File: src/hw/tmc_params.svh
/*
 * constants of the 8-bit timer/counter: register offsets, field
 * positions, reset values and bus response codes.
 * assumes inclusion by bare name from hw/.
 */
`ifndef TMC_PARAMS_SVH
`define TMC_PARAMS_SVH

// =====================================================================
// register byte addresses (aligned words)
// =====================================================================
// flags and count keep their register index; the byte address is
// four times the index so every register sits on its own word
`define TMC_IDX_FLAGS 8'h15
`define TMC_IDX_COUNT 8'h26
`define TMC_OFS_FLAGS 8'h54
`define TMC_OFS_COUNT 8'h98
`define TMC_OFS_CMPA 8'h28
`define TMC_OFS_CMPB 8'h2C
`define TMC_OFS_MASK 8'h30
`define TMC_OFS_CTRL 8'h34

// =====================================================================
// field positions
// =====================================================================
`define TMC_BIT_OVF 0
`define TMC_BIT_CMPA 1
`define TMC_BIT_CMPB 2
`define TMC_CTRL_CS_LSB 0
`define TMC_CTRL_WGM_LSB 4

// =====================================================================
// reset values, fixed counts and response codes
// =====================================================================
`define TMC_RST_BYTE 8'h00
`define TMC_MAX_COUNT 8'hFF
`define TMC_BOTTOM_COUNT 8'h00
`define TMC_RESP_OKAY 2'h0
`define TMC_RESP_SLVERR 2'h2

`endif

File: src/hw/tmc_pkg.sv
/*
 * types of the 8-bit timer/counter.
 * assumes tmc_params.svh is compiled alongside.
 */
package tmc_pkg;
  // waveform mode codes, in field order 0..7
  typedef enum logic [2:0] {
    TMC_NORMAL, TMC_PC_FF, TMC_CTC, TMC_FAST_FF,
    TMC_RSV4, TMC_PC_TOPA, TMC_RSV6, TMC_FAST_TOPA
  } tmc_wgm_t;

  // bus slave phases
  typedef enum logic [1:0] {TMC_IDLE, TMC_RESP} tmc_bus_t;
endpackage : tmc_pkg

File: src/hw/tmc_cmp_if.sv
/*
 * interface carrying the count and a compare value to a match unit.
 * assumes a single core clock.
 */
`timescale 1ns/100ps
interface tmc_cmp_if;
  logic [7:0] count; // running count
  logic [7:0] cmpVal; // compare value
  logic block; // match suppressed this tick
  logic tick; // timer clock enable
  logic hit; // registered match pulse
  modport core (output count, cmpVal, block, tick, input hit);
  modport unit (input count, cmpVal, block, tick, output hit);
endinterface : tmc_cmp_if

File: src/hw/tmc_match.sv
/*
 * compare unit: registers a one-cycle match pulse on a timer tick.
 * assumes the count and compare value are synchronous to core_clk.
 */
`timescale 1ns/100ps
module tmc_match
  import tmc_pkg::*;
(
  input wire logic core_clk,
  input wire logic rstn,
  tmc_cmp_if.unit cmp
);
  typedef struct packed {
    logic hit;
  } tmc_match_st_t;
  tmc_match_st_t st, next_st;

  // =====================================================================
  // match on tick unless blocked by a count write
  // =====================================================================
  always_comb begin
    next_st = st;
    next_st.hit = cmp.tick && !cmp.block && (cmp.count == cmp.cmpVal);
  end

  always_ff @(posedge core_clk) begin
    if (!rstn) begin
      st <= '0;
    end else begin
      st <= next_st;
    end
  end

  assign cmp.hit = st.hit;
endmodule : tmc_match

File: src/hw/tmc_timer.sv
/*
 * 8-bit timer/counter register block with two compare channels,
 * overflow detection, mask and write-one-to-clear flags.
 * assumes an AXI4-Lite master on core_clk, a timer tick enable from an
 * outside clock select, and a core that pulses vector acknowledges.
 */
// The AXI4-Lite register port is this design's own decision.
`timescale 1ns/100ps
`include "tmc_params.svh"

// Notes on behaviour
// - count register readable and writable by software
// - count write blocks next tick's compare match
// - compare A continuously matched against count
// - compare B continuously matched against count
// - mask and flag bits 7:3 read zero
// - compare B irq needs mask, global, flag
// - compare A irq needs mask, global, flag
// - overflow irq needs mask, global, flag
// - flag bit 2 set on compare B match
// - flag bit 1 set on compare A match
// - flag bit 0 set on overflow
// - vector execution clears its flag
// - writing one clears flag, zero leaves it
// - overflow point follows waveform mode field
// - max, bottom or compare A top by mode
// - clock select zero stops the counter
module tmc_timer
  import tmc_pkg::*;
(
  input wire logic core_clk,
  input wire logic rstn,
  // AXI4-Lite slave
  input wire logic [7:0] s_axi_awaddr,
  input wire logic s_axi_awvalid,
  output logic s_axi_awready,
  input wire logic [31:0] s_axi_wdata,
  input wire logic [3:0] s_axi_wstrb,
  input wire logic s_axi_wvalid,
  output logic s_axi_wready,
  output logic [1:0] s_axi_bresp,
  output logic s_axi_bvalid,
  input wire logic s_axi_bready,
  input wire logic [7:0] s_axi_araddr,
  input wire logic s_axi_arvalid,
  output logic s_axi_arready,
  output logic [31:0] s_axi_rdata,
  output logic [1:0] s_axi_rresp,
  output logic s_axi_rvalid,
  input wire logic s_axi_rready,
  // timer clock tick from the prescaler
  input wire logic timerTick,
  // core side
  input wire logic globalIrqEnable,
  input wire logic [2:0] vectorAck,
  output logic [2:0] irqRequest,
  output logic [2:0] irqTake,
  output logic wave_out_a,
  output logic wave_out_b
);

  // =====================================================================
  // state
  // =====================================================================
  typedef struct packed {
    logic [7:0] timer_count; // running count
    logic [7:0] compare_a_value; // compare A
    logic [7:0] compare_b_value; // compare B
    logic [2:0] timer_irq_mask; // enables
    logic [2:0] timer_irq_flags; // sticky flags
    logic [2:0] clock_select_field; // zero stops count
    logic [2:0] waveform_mode_field; // mode code
    logic countDown; // phase correct direction
    logic blockNext; // suppress match on next tick
    logic waveA; // toggles on compare A match
    logic waveB; // toggles on compare B match
    tmc_bus_t wrPh; // write channel phase
    logic awHeld; // address taken
    logic wHeld; // data taken
    logic [7:0] awAddr; // held address
    logic [31:0] wData; // held data
    logic [3:0] wStrb; // held strobes
    logic [1:0] bresp; // write answer
    tmc_bus_t rdPh; // read channel phase
    logic [31:0] rdata; // read answer data
    logic [1:0] rresp; // read answer code
  } tmc_state_t;
  // one flat struct keeps every flop under one reset and one register
  tmc_state_t st, next_st;

  // =====================================================================
  // compare units
  // =====================================================================
  tmc_cmp_if cmpA ();
  tmc_cmp_if cmpB ();
  // a tick only counts while a clock source is selected
  logic running;
  assign running = timerTick && (st.clock_select_field != 3'h0);

  assign cmpA.count = st.timer_count;
  assign cmpA.cmpVal = st.compare_a_value;
  assign cmpA.block = st.blockNext;
  assign cmpA.tick = running;
  assign cmpB.count = st.timer_count;
  assign cmpB.cmpVal = st.compare_b_value;
  assign cmpB.block = st.blockNext;
  assign cmpB.tick = running;

  // compare A continuously matched
  tmc_match uMatchA (
    .core_clk(core_clk),
    .rstn(rstn),
    .cmp(cmpA)
  );
  // compare B continuously matched
  tmc_match uMatchB (
    .core_clk(core_clk),
    .rstn(rstn),
    .cmp(cmpB)
  );

  // =====================================================================
  // helpers
  // =====================================================================
  // address decode shared by read and write paths
  function automatic logic isMapped(input logic [7:0] a);
    isMapped = (a == `TMC_OFS_FLAGS) || (a == `TMC_OFS_COUNT) ||
      (a == `TMC_OFS_CMPA) || (a == `TMC_OFS_CMPB) ||
      (a == `TMC_OFS_MASK) || (a == `TMC_OFS_CTRL);
  endfunction : isMapped

  // top of count for the current mode
  function automatic logic [7:0] topOf(input tmc_wgm_t m,
                                       input logic [7:0] ca);
    // reserved modes fall to the default and run as normal
    case (m)
      TMC_CTC, TMC_PC_TOPA, TMC_FAST_TOPA: topOf = ca;
      default: topOf = `TMC_MAX_COUNT;
    endcase
  endfunction : topOf

  // =====================================================================
  // next state
  // =====================================================================
  tmc_wgm_t mode;
  logic [7:0] top;
  logic ovfEvent;
  logic wrFire;
  logic [2:0] setFlags;

  // one pass builds the whole next state; later lines win,
  // so the order below is also the priority order
  always_comb begin
    next_st = st;
    mode = tmc_wgm_t'(st.waveform_mode_field);
    top = topOf(mode, st.compare_a_value);
    ovfEvent = 1'b0;
    wrFire = 1'b0;
    setFlags = 3'h0;

    // counting sequence, overflow point by mode
    if (running) begin
      next_st.blockNext = 1'b0; // block lasts one tick only
      case (mode)
        TMC_PC_FF, TMC_PC_TOPA: begin
          // phase correct: overflow at bottom
          if (st.countDown) begin
            if (st.timer_count == `TMC_BOTTOM_COUNT) begin
              next_st.countDown = 1'b0;
              next_st.timer_count = st.timer_count + 8'h01;
            end else begin
              next_st.timer_count = st.timer_count - 8'h01;
              // flag raised on the step that lands on bottom
              ovfEvent = (st.timer_count == 8'h01);
            end
          end else if (st.timer_count >= top) begin
            // turn at top; >= also catches a count written above top
            next_st.countDown = 1'b1;
            next_st.timer_count = st.timer_count - 8'h01;
          end else begin
            next_st.timer_count = st.timer_count + 8'h01;
          end
        end
        TMC_FAST_TOPA: begin
          // overflow at top equal to compare A
          ovfEvent = (st.timer_count == top);
          next_st.timer_count = ovfEvent ? `TMC_BOTTOM_COUNT :
            st.timer_count + 8'h01;
        end
        TMC_CTC: begin
          // clears at compare A, flag still at max
          // a count written above top runs on to max and wraps
          ovfEvent = (st.timer_count == `TMC_MAX_COUNT);
          next_st.timer_count = (st.timer_count == top) ?
            `TMC_BOTTOM_COUNT : st.timer_count + 8'h01;
        end
        default: begin
          // normal and fixed fast pwm wrap at max
          ovfEvent = (st.timer_count == `TMC_MAX_COUNT);
          next_st.timer_count = st.timer_count + 8'h01;
        end
      endcase
    end

    // ---- simple toggle waveforms from registered matches
    if (cmpA.hit) begin
      next_st.waveA = !st.waveA;
    end
    if (cmpB.hit) begin
      next_st.waveB = !st.waveB;
    end

    // ---- flag events
    setFlags[`TMC_BIT_OVF] = ovfEvent;
    setFlags[`TMC_BIT_CMPA] = cmpA.hit;
    setFlags[`TMC_BIT_CMPB] = cmpB.hit;
    // vector clears its own flag
    next_st.timer_irq_flags = st.timer_irq_flags & ~vectorAck;

    // ---- write channel: address and data in either order
    // the store waits until both halves are held: one cycle more,
    // but the decode then never looks at live bus signals
    if (st.wrPh == TMC_IDLE) begin
      if (s_axi_awvalid && !st.awHeld) begin
        next_st.awHeld = 1'b1;
        next_st.awAddr = s_axi_awaddr;
      end
      if (s_axi_wvalid && !st.wHeld) begin
        next_st.wHeld = 1'b1;
        next_st.wData = s_axi_wdata;
        next_st.wStrb = s_axi_wstrb;
      end
      wrFire = st.awHeld && st.wHeld;
    end else if (s_axi_bready) begin
      next_st.wrPh = TMC_IDLE;
    end

    if (wrFire) begin
      next_st.awHeld = 1'b0;
      next_st.wHeld = 1'b0;
      next_st.wrPh = TMC_RESP;
      next_st.bresp = isMapped(st.awAddr) ? `TMC_RESP_OKAY :
        `TMC_RESP_SLVERR;
      if (st.wStrb[0]) begin
        case (st.awAddr)
          `TMC_OFS_COUNT: begin
            // written value beats the increment
            next_st.timer_count = st.wData[7:0];
            next_st.blockNext = 1'b1;
          end
          `TMC_OFS_CMPA: next_st.compare_a_value = st.wData[7:0];
          `TMC_OFS_CMPB: next_st.compare_b_value = st.wData[7:0];
          // upper bits dropped, they read zero
          `TMC_OFS_MASK: next_st.timer_irq_mask = st.wData[2:0];
          `TMC_OFS_FLAGS: begin
            // write one clears, zero keeps
            next_st.timer_irq_flags = next_st.timer_irq_flags &
              ~st.wData[2:0];
          end
          `TMC_OFS_CTRL: begin
            next_st.clock_select_field =
              st.wData[`TMC_CTRL_CS_LSB +: 3];
            next_st.waveform_mode_field =
              st.wData[`TMC_CTRL_WGM_LSB +: 3];
          end
          default: begin
            // unmapped: nothing stored
          end
        endcase
      end
    end

    // events win over any clear in the same cycle
    next_st.timer_irq_flags = next_st.timer_irq_flags | setFlags;

    // ---- read channel, answer registered one cycle on
    // limitation: read data is a snapshot taken with the address
    if (st.rdPh == TMC_IDLE) begin
      if (s_axi_arvalid) begin
        next_st.rdPh = TMC_RESP;
        next_st.rresp = isMapped(s_axi_araddr) ? `TMC_RESP_OKAY :
          `TMC_RESP_SLVERR;
        case (s_axi_araddr)
          `TMC_OFS_COUNT: next_st.rdata = {24'h0, st.timer_count};
          `TMC_OFS_CMPA: next_st.rdata = {24'h0, st.compare_a_value};
          `TMC_OFS_CMPB: next_st.rdata = {24'h0, st.compare_b_value};
          // reserved bits return zero
          `TMC_OFS_MASK: next_st.rdata = {29'h0, st.timer_irq_mask};
          `TMC_OFS_FLAGS: next_st.rdata = {29'h0, st.timer_irq_flags};
          `TMC_OFS_CTRL: next_st.rdata = {25'h0,
            st.waveform_mode_field, 1'b0, st.clock_select_field};
          default: next_st.rdata = 32'h0;
        endcase
      end
    end else if (s_axi_rready) begin
      next_st.rdPh = TMC_IDLE;
    end
  end

  // =====================================================================
  // state register
  // =====================================================================
  always_ff @(posedge core_clk) begin
    if (!rstn) begin
      st <= '0;
      st.wrPh <= TMC_IDLE;
      st.rdPh <= TMC_IDLE;
    end else begin
      st <= next_st;
    end
  end

  // =====================================================================
  // outputs
  // =====================================================================
  // ready lines come from state only, never from a valid input
  assign s_axi_awready = (st.wrPh == TMC_IDLE) && !st.awHeld;
  assign s_axi_wready = (st.wrPh == TMC_IDLE) && !st.wHeld;
  assign s_axi_bvalid = (st.wrPh == TMC_RESP);
  assign s_axi_bresp = st.bresp;
  assign s_axi_arready = (st.rdPh == TMC_IDLE);
  assign s_axi_rvalid = (st.rdPh == TMC_RESP);
  assign s_axi_rdata = st.rdata;
  assign s_axi_rresp = st.rresp;
  assign wave_out_a = st.waveA;
  assign wave_out_b = st.waveB;

  // per-flag request lines and global-gated take
  // the global enable gates only the take, the request stays visible
  genvar gi;
  generate
    for (gi = 0; gi < 3; gi++) begin : gIrq
      // request while flag and mask both set
      assign irqRequest[gi] = st.timer_irq_flags[gi] &
        st.timer_irq_mask[gi];
      // taken only with global enable
      assign irqTake[gi] = irqRequest[gi] & globalIrqEnable;
    end
  endgenerate

endmodule : tmc_timer

File: config.mk
export PLATFORM = sky130hd
export DESIGN_NAME = tmc_timer
export DESIGN_NICKNAME = d
export VERILOG_FILES = /design/src/hw/tmc_pkg.sv /design/src/hw/tmc_cmp_if.sv /design/src/hw/tmc_match.sv /design/src/hw/tmc_timer.sv
export VERILOG_INCLUDE_DIRS = /design/src /design/src/hw
export SDC_FILE = /design/constraint.sdc
export NUM_CORES = 1
export LEC_CHECK = 0
export BUFFER_PORTS_ARGS = -buffer_cell sky130_fd_sc_hd__buf_4
export CAP_MARGIN = 20
export CELL_PAD_IN_SITES_DETAIL_PLACEMENT = 1
export CELL_PAD_IN_SITES_GLOBAL_PLACEMENT = 1
export CORE_ASPECT_RATIO = 0.9
export CORE_MARGIN = 4
export CORE_UTILIZATION = 36
export CTS_BUF_LIST = sky130_fd_sc_hd__clkbuf_8
export DETAILED_ROUTE_END_ITERATION = 8
export PLACE_DENSITY_LB_ADDON = 0.1
export SLEW_MARGIN = 20
export SYNTH_ARGS = -nofsm -noshare
export SYNTH_HDL_FRONTEND = slang
export SYNTH_SLANG_ARGS = --single-unit
File: constraint.sdc
create_clock -name core_clk -period 2.8 [get_ports core_clk]
set_clock_uncertainty 0.2 [all_clocks]
set_input_delay 0.14 -clock core_clk [delete_from_list [all_inputs] [get_ports core_clk]]
set_output_delay 0.14 -clock core_clk [all_outputs]
set_load 0.01 [all_outputs]
==> metrics.csv <==
metric,value,unit
CP max stage cell,a221oi_4,
hpwl dp,10.4,mm
n_diodes,0,
sequential area share after synthesis,0.329,
fraction of layout instances using a drive strength above 1,0.213,
drt pass-1 iters,4,
die height,113,µm
starting density of the core,0.367,
pre-CTS setup slack,-214,ps
Area Overhead vs Synth,26.6,%
first-pass GRT wire length,22.9,mm
core area,0.0121,mm²
Syn Std Cell Area,0.00444,mm²
All-Layer GR Usage,0.203,
via count,4155,
r2r setup slk,110,ps
CTS sink cnt,73,
Worst setup SP type,register,
DR WL/cell,17.6,µm
NumNets Final,709,
CP bufs+invs,1,
count of pins over their slew limit,0,
die footprint,0.0142,mm²
Leak Pwr,2.24,nW
Final WS setup,114,ps
total wire length,14.1,mm
Final Cell Area,0.00562,mm²
clk buf depth,2,
CTS Buf Count,9,
Tcrit/Tclk final,0.959,
vias in the first global route,4211,
largest net degree at the start of global routing,45,
"EDFF count, synth",0,
total grt overflow,0,
Pwr per Cell Area,404,mW/mm²
CP required,2890,ps
vias per inst,5.21,
Min-Delay Path Class,in2reg,
CTS HTree Levels,3,
DRC,0,
Gate Count Post-Synth,549,
peak supply drop,0.278,mV
num rows,38,
# setup viols final,0,
Synth area leaders,"dfxtp_1 (33%), nand2_1 (7.1%), buf_4 (6.1%), a21boi_0 (5.4%), ha_1 (3.4%)",
critical path type,reg2reg,
"Largest delay share family, worst path",compound AO/OA/AOI/OAI gates,
Die W,125,µm
Fmax,0.372,GHz
Initial DRC Count,235,
io pins,113,
Post-synth top cells,"nand2_1 (84), dfxtp_1 (73), buf_4 (36), a21boi_0 (32), a21oi_1 (25)",
Placed Instance Area,0.00496,mm²
"Avg Cell Area, Syn",8.08,µm²
Main synth FF type,dfxtp_1,
Synth area leader,dfxtp_1,
Worst-Margin Slew,732,ps
worst rel slew slack,0.508,
DRT antenna net count,0,
count of state elements after synthesis,73,
clock transition at the registers of the reported paths,90,ps
antenna violations before repair,0,
Worst setup EP type,register,
fill count,1470,
CTS tree,done,
CP Max Fanout,8,
most frequent cell after synthesis,nand2_1,
Buffers on Ports,59,
WP data arrival,2780,ps
number of synthesis warnings,0,
Setup TNS,0,ps
worst hold margin,87.2,ps
Final Hold Vio Count,0,
MaxCap Viol Count,0,
crit path time final,2690,ps
status,finished clean,
"Async S/R FF share, synth",0,
Synth top area share,0.329,
GP Congestion,0.861,
"Core Util, Final",0.465,
synth unique cells,61,
crit-path cells,"nand2_2, a21boi_2, buf_6, or2_4, ha_4, o21ai_2, a221oi_4, o311a_4, a21boi_0, o21ai_0, a21oi_1",
clk_lat worst skew,360,ps
root buf cell,clkbuf_8,
CP max stage delay,380,ps
RSZ-0062 raised after global routing,yes,
[metrics by stage]
| step | power [mW] | std cells |
|---|---|---|
| floorplan | 1.29 | 574 |
| global placement | 1.36 | 751 |
| detailed placement | 1.36 | 751 |
| CTS | 2.30 | 798 |
| global route | 2.38 | 798 |
| finish | 2.27 | 798 |
[layout make-up]
| type | instances | area [µm²] | share of cell area |
|---|---|---|---|
| clock buffer | 10 | 138 | 0.0245 |
| clock inverter | 6 | 72.6 | 0.0129 |
| inverter | 11 | 41.3 | 0.00735 |
| multi-input combinational | 424 | 2770 | 0.493 |
| sequential | 73 | 1460 | 0.261 |
| tap | 160 | 200 | 0.0356 |
| timing repair buffer | 114 | 933 | 0.166 |
[registers in the layout (all words and copies together), names as in the netlist]
name             flops
st                  31
cmpA.cmpVal          8
cmpA.count           8
cmpB.cmpVal          8
s_axi_rdata          8
mode                 3
cmpA.block           1
s_axi_bresp          1
s_axi_rresp          1
uMatchA.cmp.hit      1
uMatchB.cmp.hit      1
wave_out_a           1
wave_out_b           1
[per-layer routing]
metal / share of wire / vias to the layer above / wire, µm / track usage
met4: 0.0098 / 0 / 138 / 0.0441
li1: - / 2046 / - / -
met5: 0 / - / 0 / 0
met2: 0.47 / 88 / 6590 / 0.329
met3: 0.045 / 13 / 633 / 0.0392
met1: 0.48 / 2008 / 6710 / 0.281
[cells by family (layout without fill, tap and decap cells)]
family	count (synthesis)	in the layout	synth area share
xor+xnor	21	21	0.0415
compound gates	134	135	0.207
flops	73	73	0.329
buf+inv	78	141	0.101
fa+ha+maj	12	12	0.0338
mux	16	16	0.0375
other cells	1	26	0.000845
simple gates	214	214	0.249
[layout by cell type, fill, tap and decap left out, types with 5 or more instances in the layout]
master,count
a21boi_0,31
a21oi_1,25
a22oi_1,7
and2_1,9
and3_1,9
buf_4,84
clkbuf_8,10
conb_1,26
dfxtp_1,71
dlygate4sd3_1,28
ha_1,11
inv_1,10
mux2_2,5
mux2i_1,11
nand2_1,83
nand2b_1,7
nand3_1,15
nand4_1,6
nor2_1,22
nor2b_1,19
nor3_1,11
o21a_1,5
o21ai_0,19
xnor2_1,17
[where the power goes]
group | switching, mW | leakage (nW) | total, mW | internal, mW
Combinational | 0.136 | 1.54 | 0.267 | 0.131
Clock | 0.455 | 0.104 | 0.902 | 0.447
Sequential | 0.0388 | 0.593 | 1.10 | 1.06
[path summary, 6_finish.rpt]
| kind | startpoint | end | cells after the start |
|---|---|---|---|
| setup reg to reg | mode[0] | cmpA.count[7] | 11 |
| hold / removal | s_axi_wvalid | st[42] | 4 |
| setup / recovery | mode[0] | cmpA.count[7] | 11 |
| hold reg to reg | s_axi_rdata[3] | s_axi_rdata[3] | 2 |
[what timing repair did]
item | 4_1_cts | 5_1_grt
pin swaps | 6 | 9
gates resized for setup | 17 | 13
buffers inserted | 2 | 0
hold buffers | 28 | 0
endpoints found under the setup margin | 7 | 8
gates cloned | 1 | 0
endpoints found under the hold margin | 24 | 0
[worst min-delay path, cell delays in order]
cell and delay [ps]:
buf_4 80, nand2_1 190, nand2_1 120, a21boi_0 70
(Power assumes the default switching activity.)
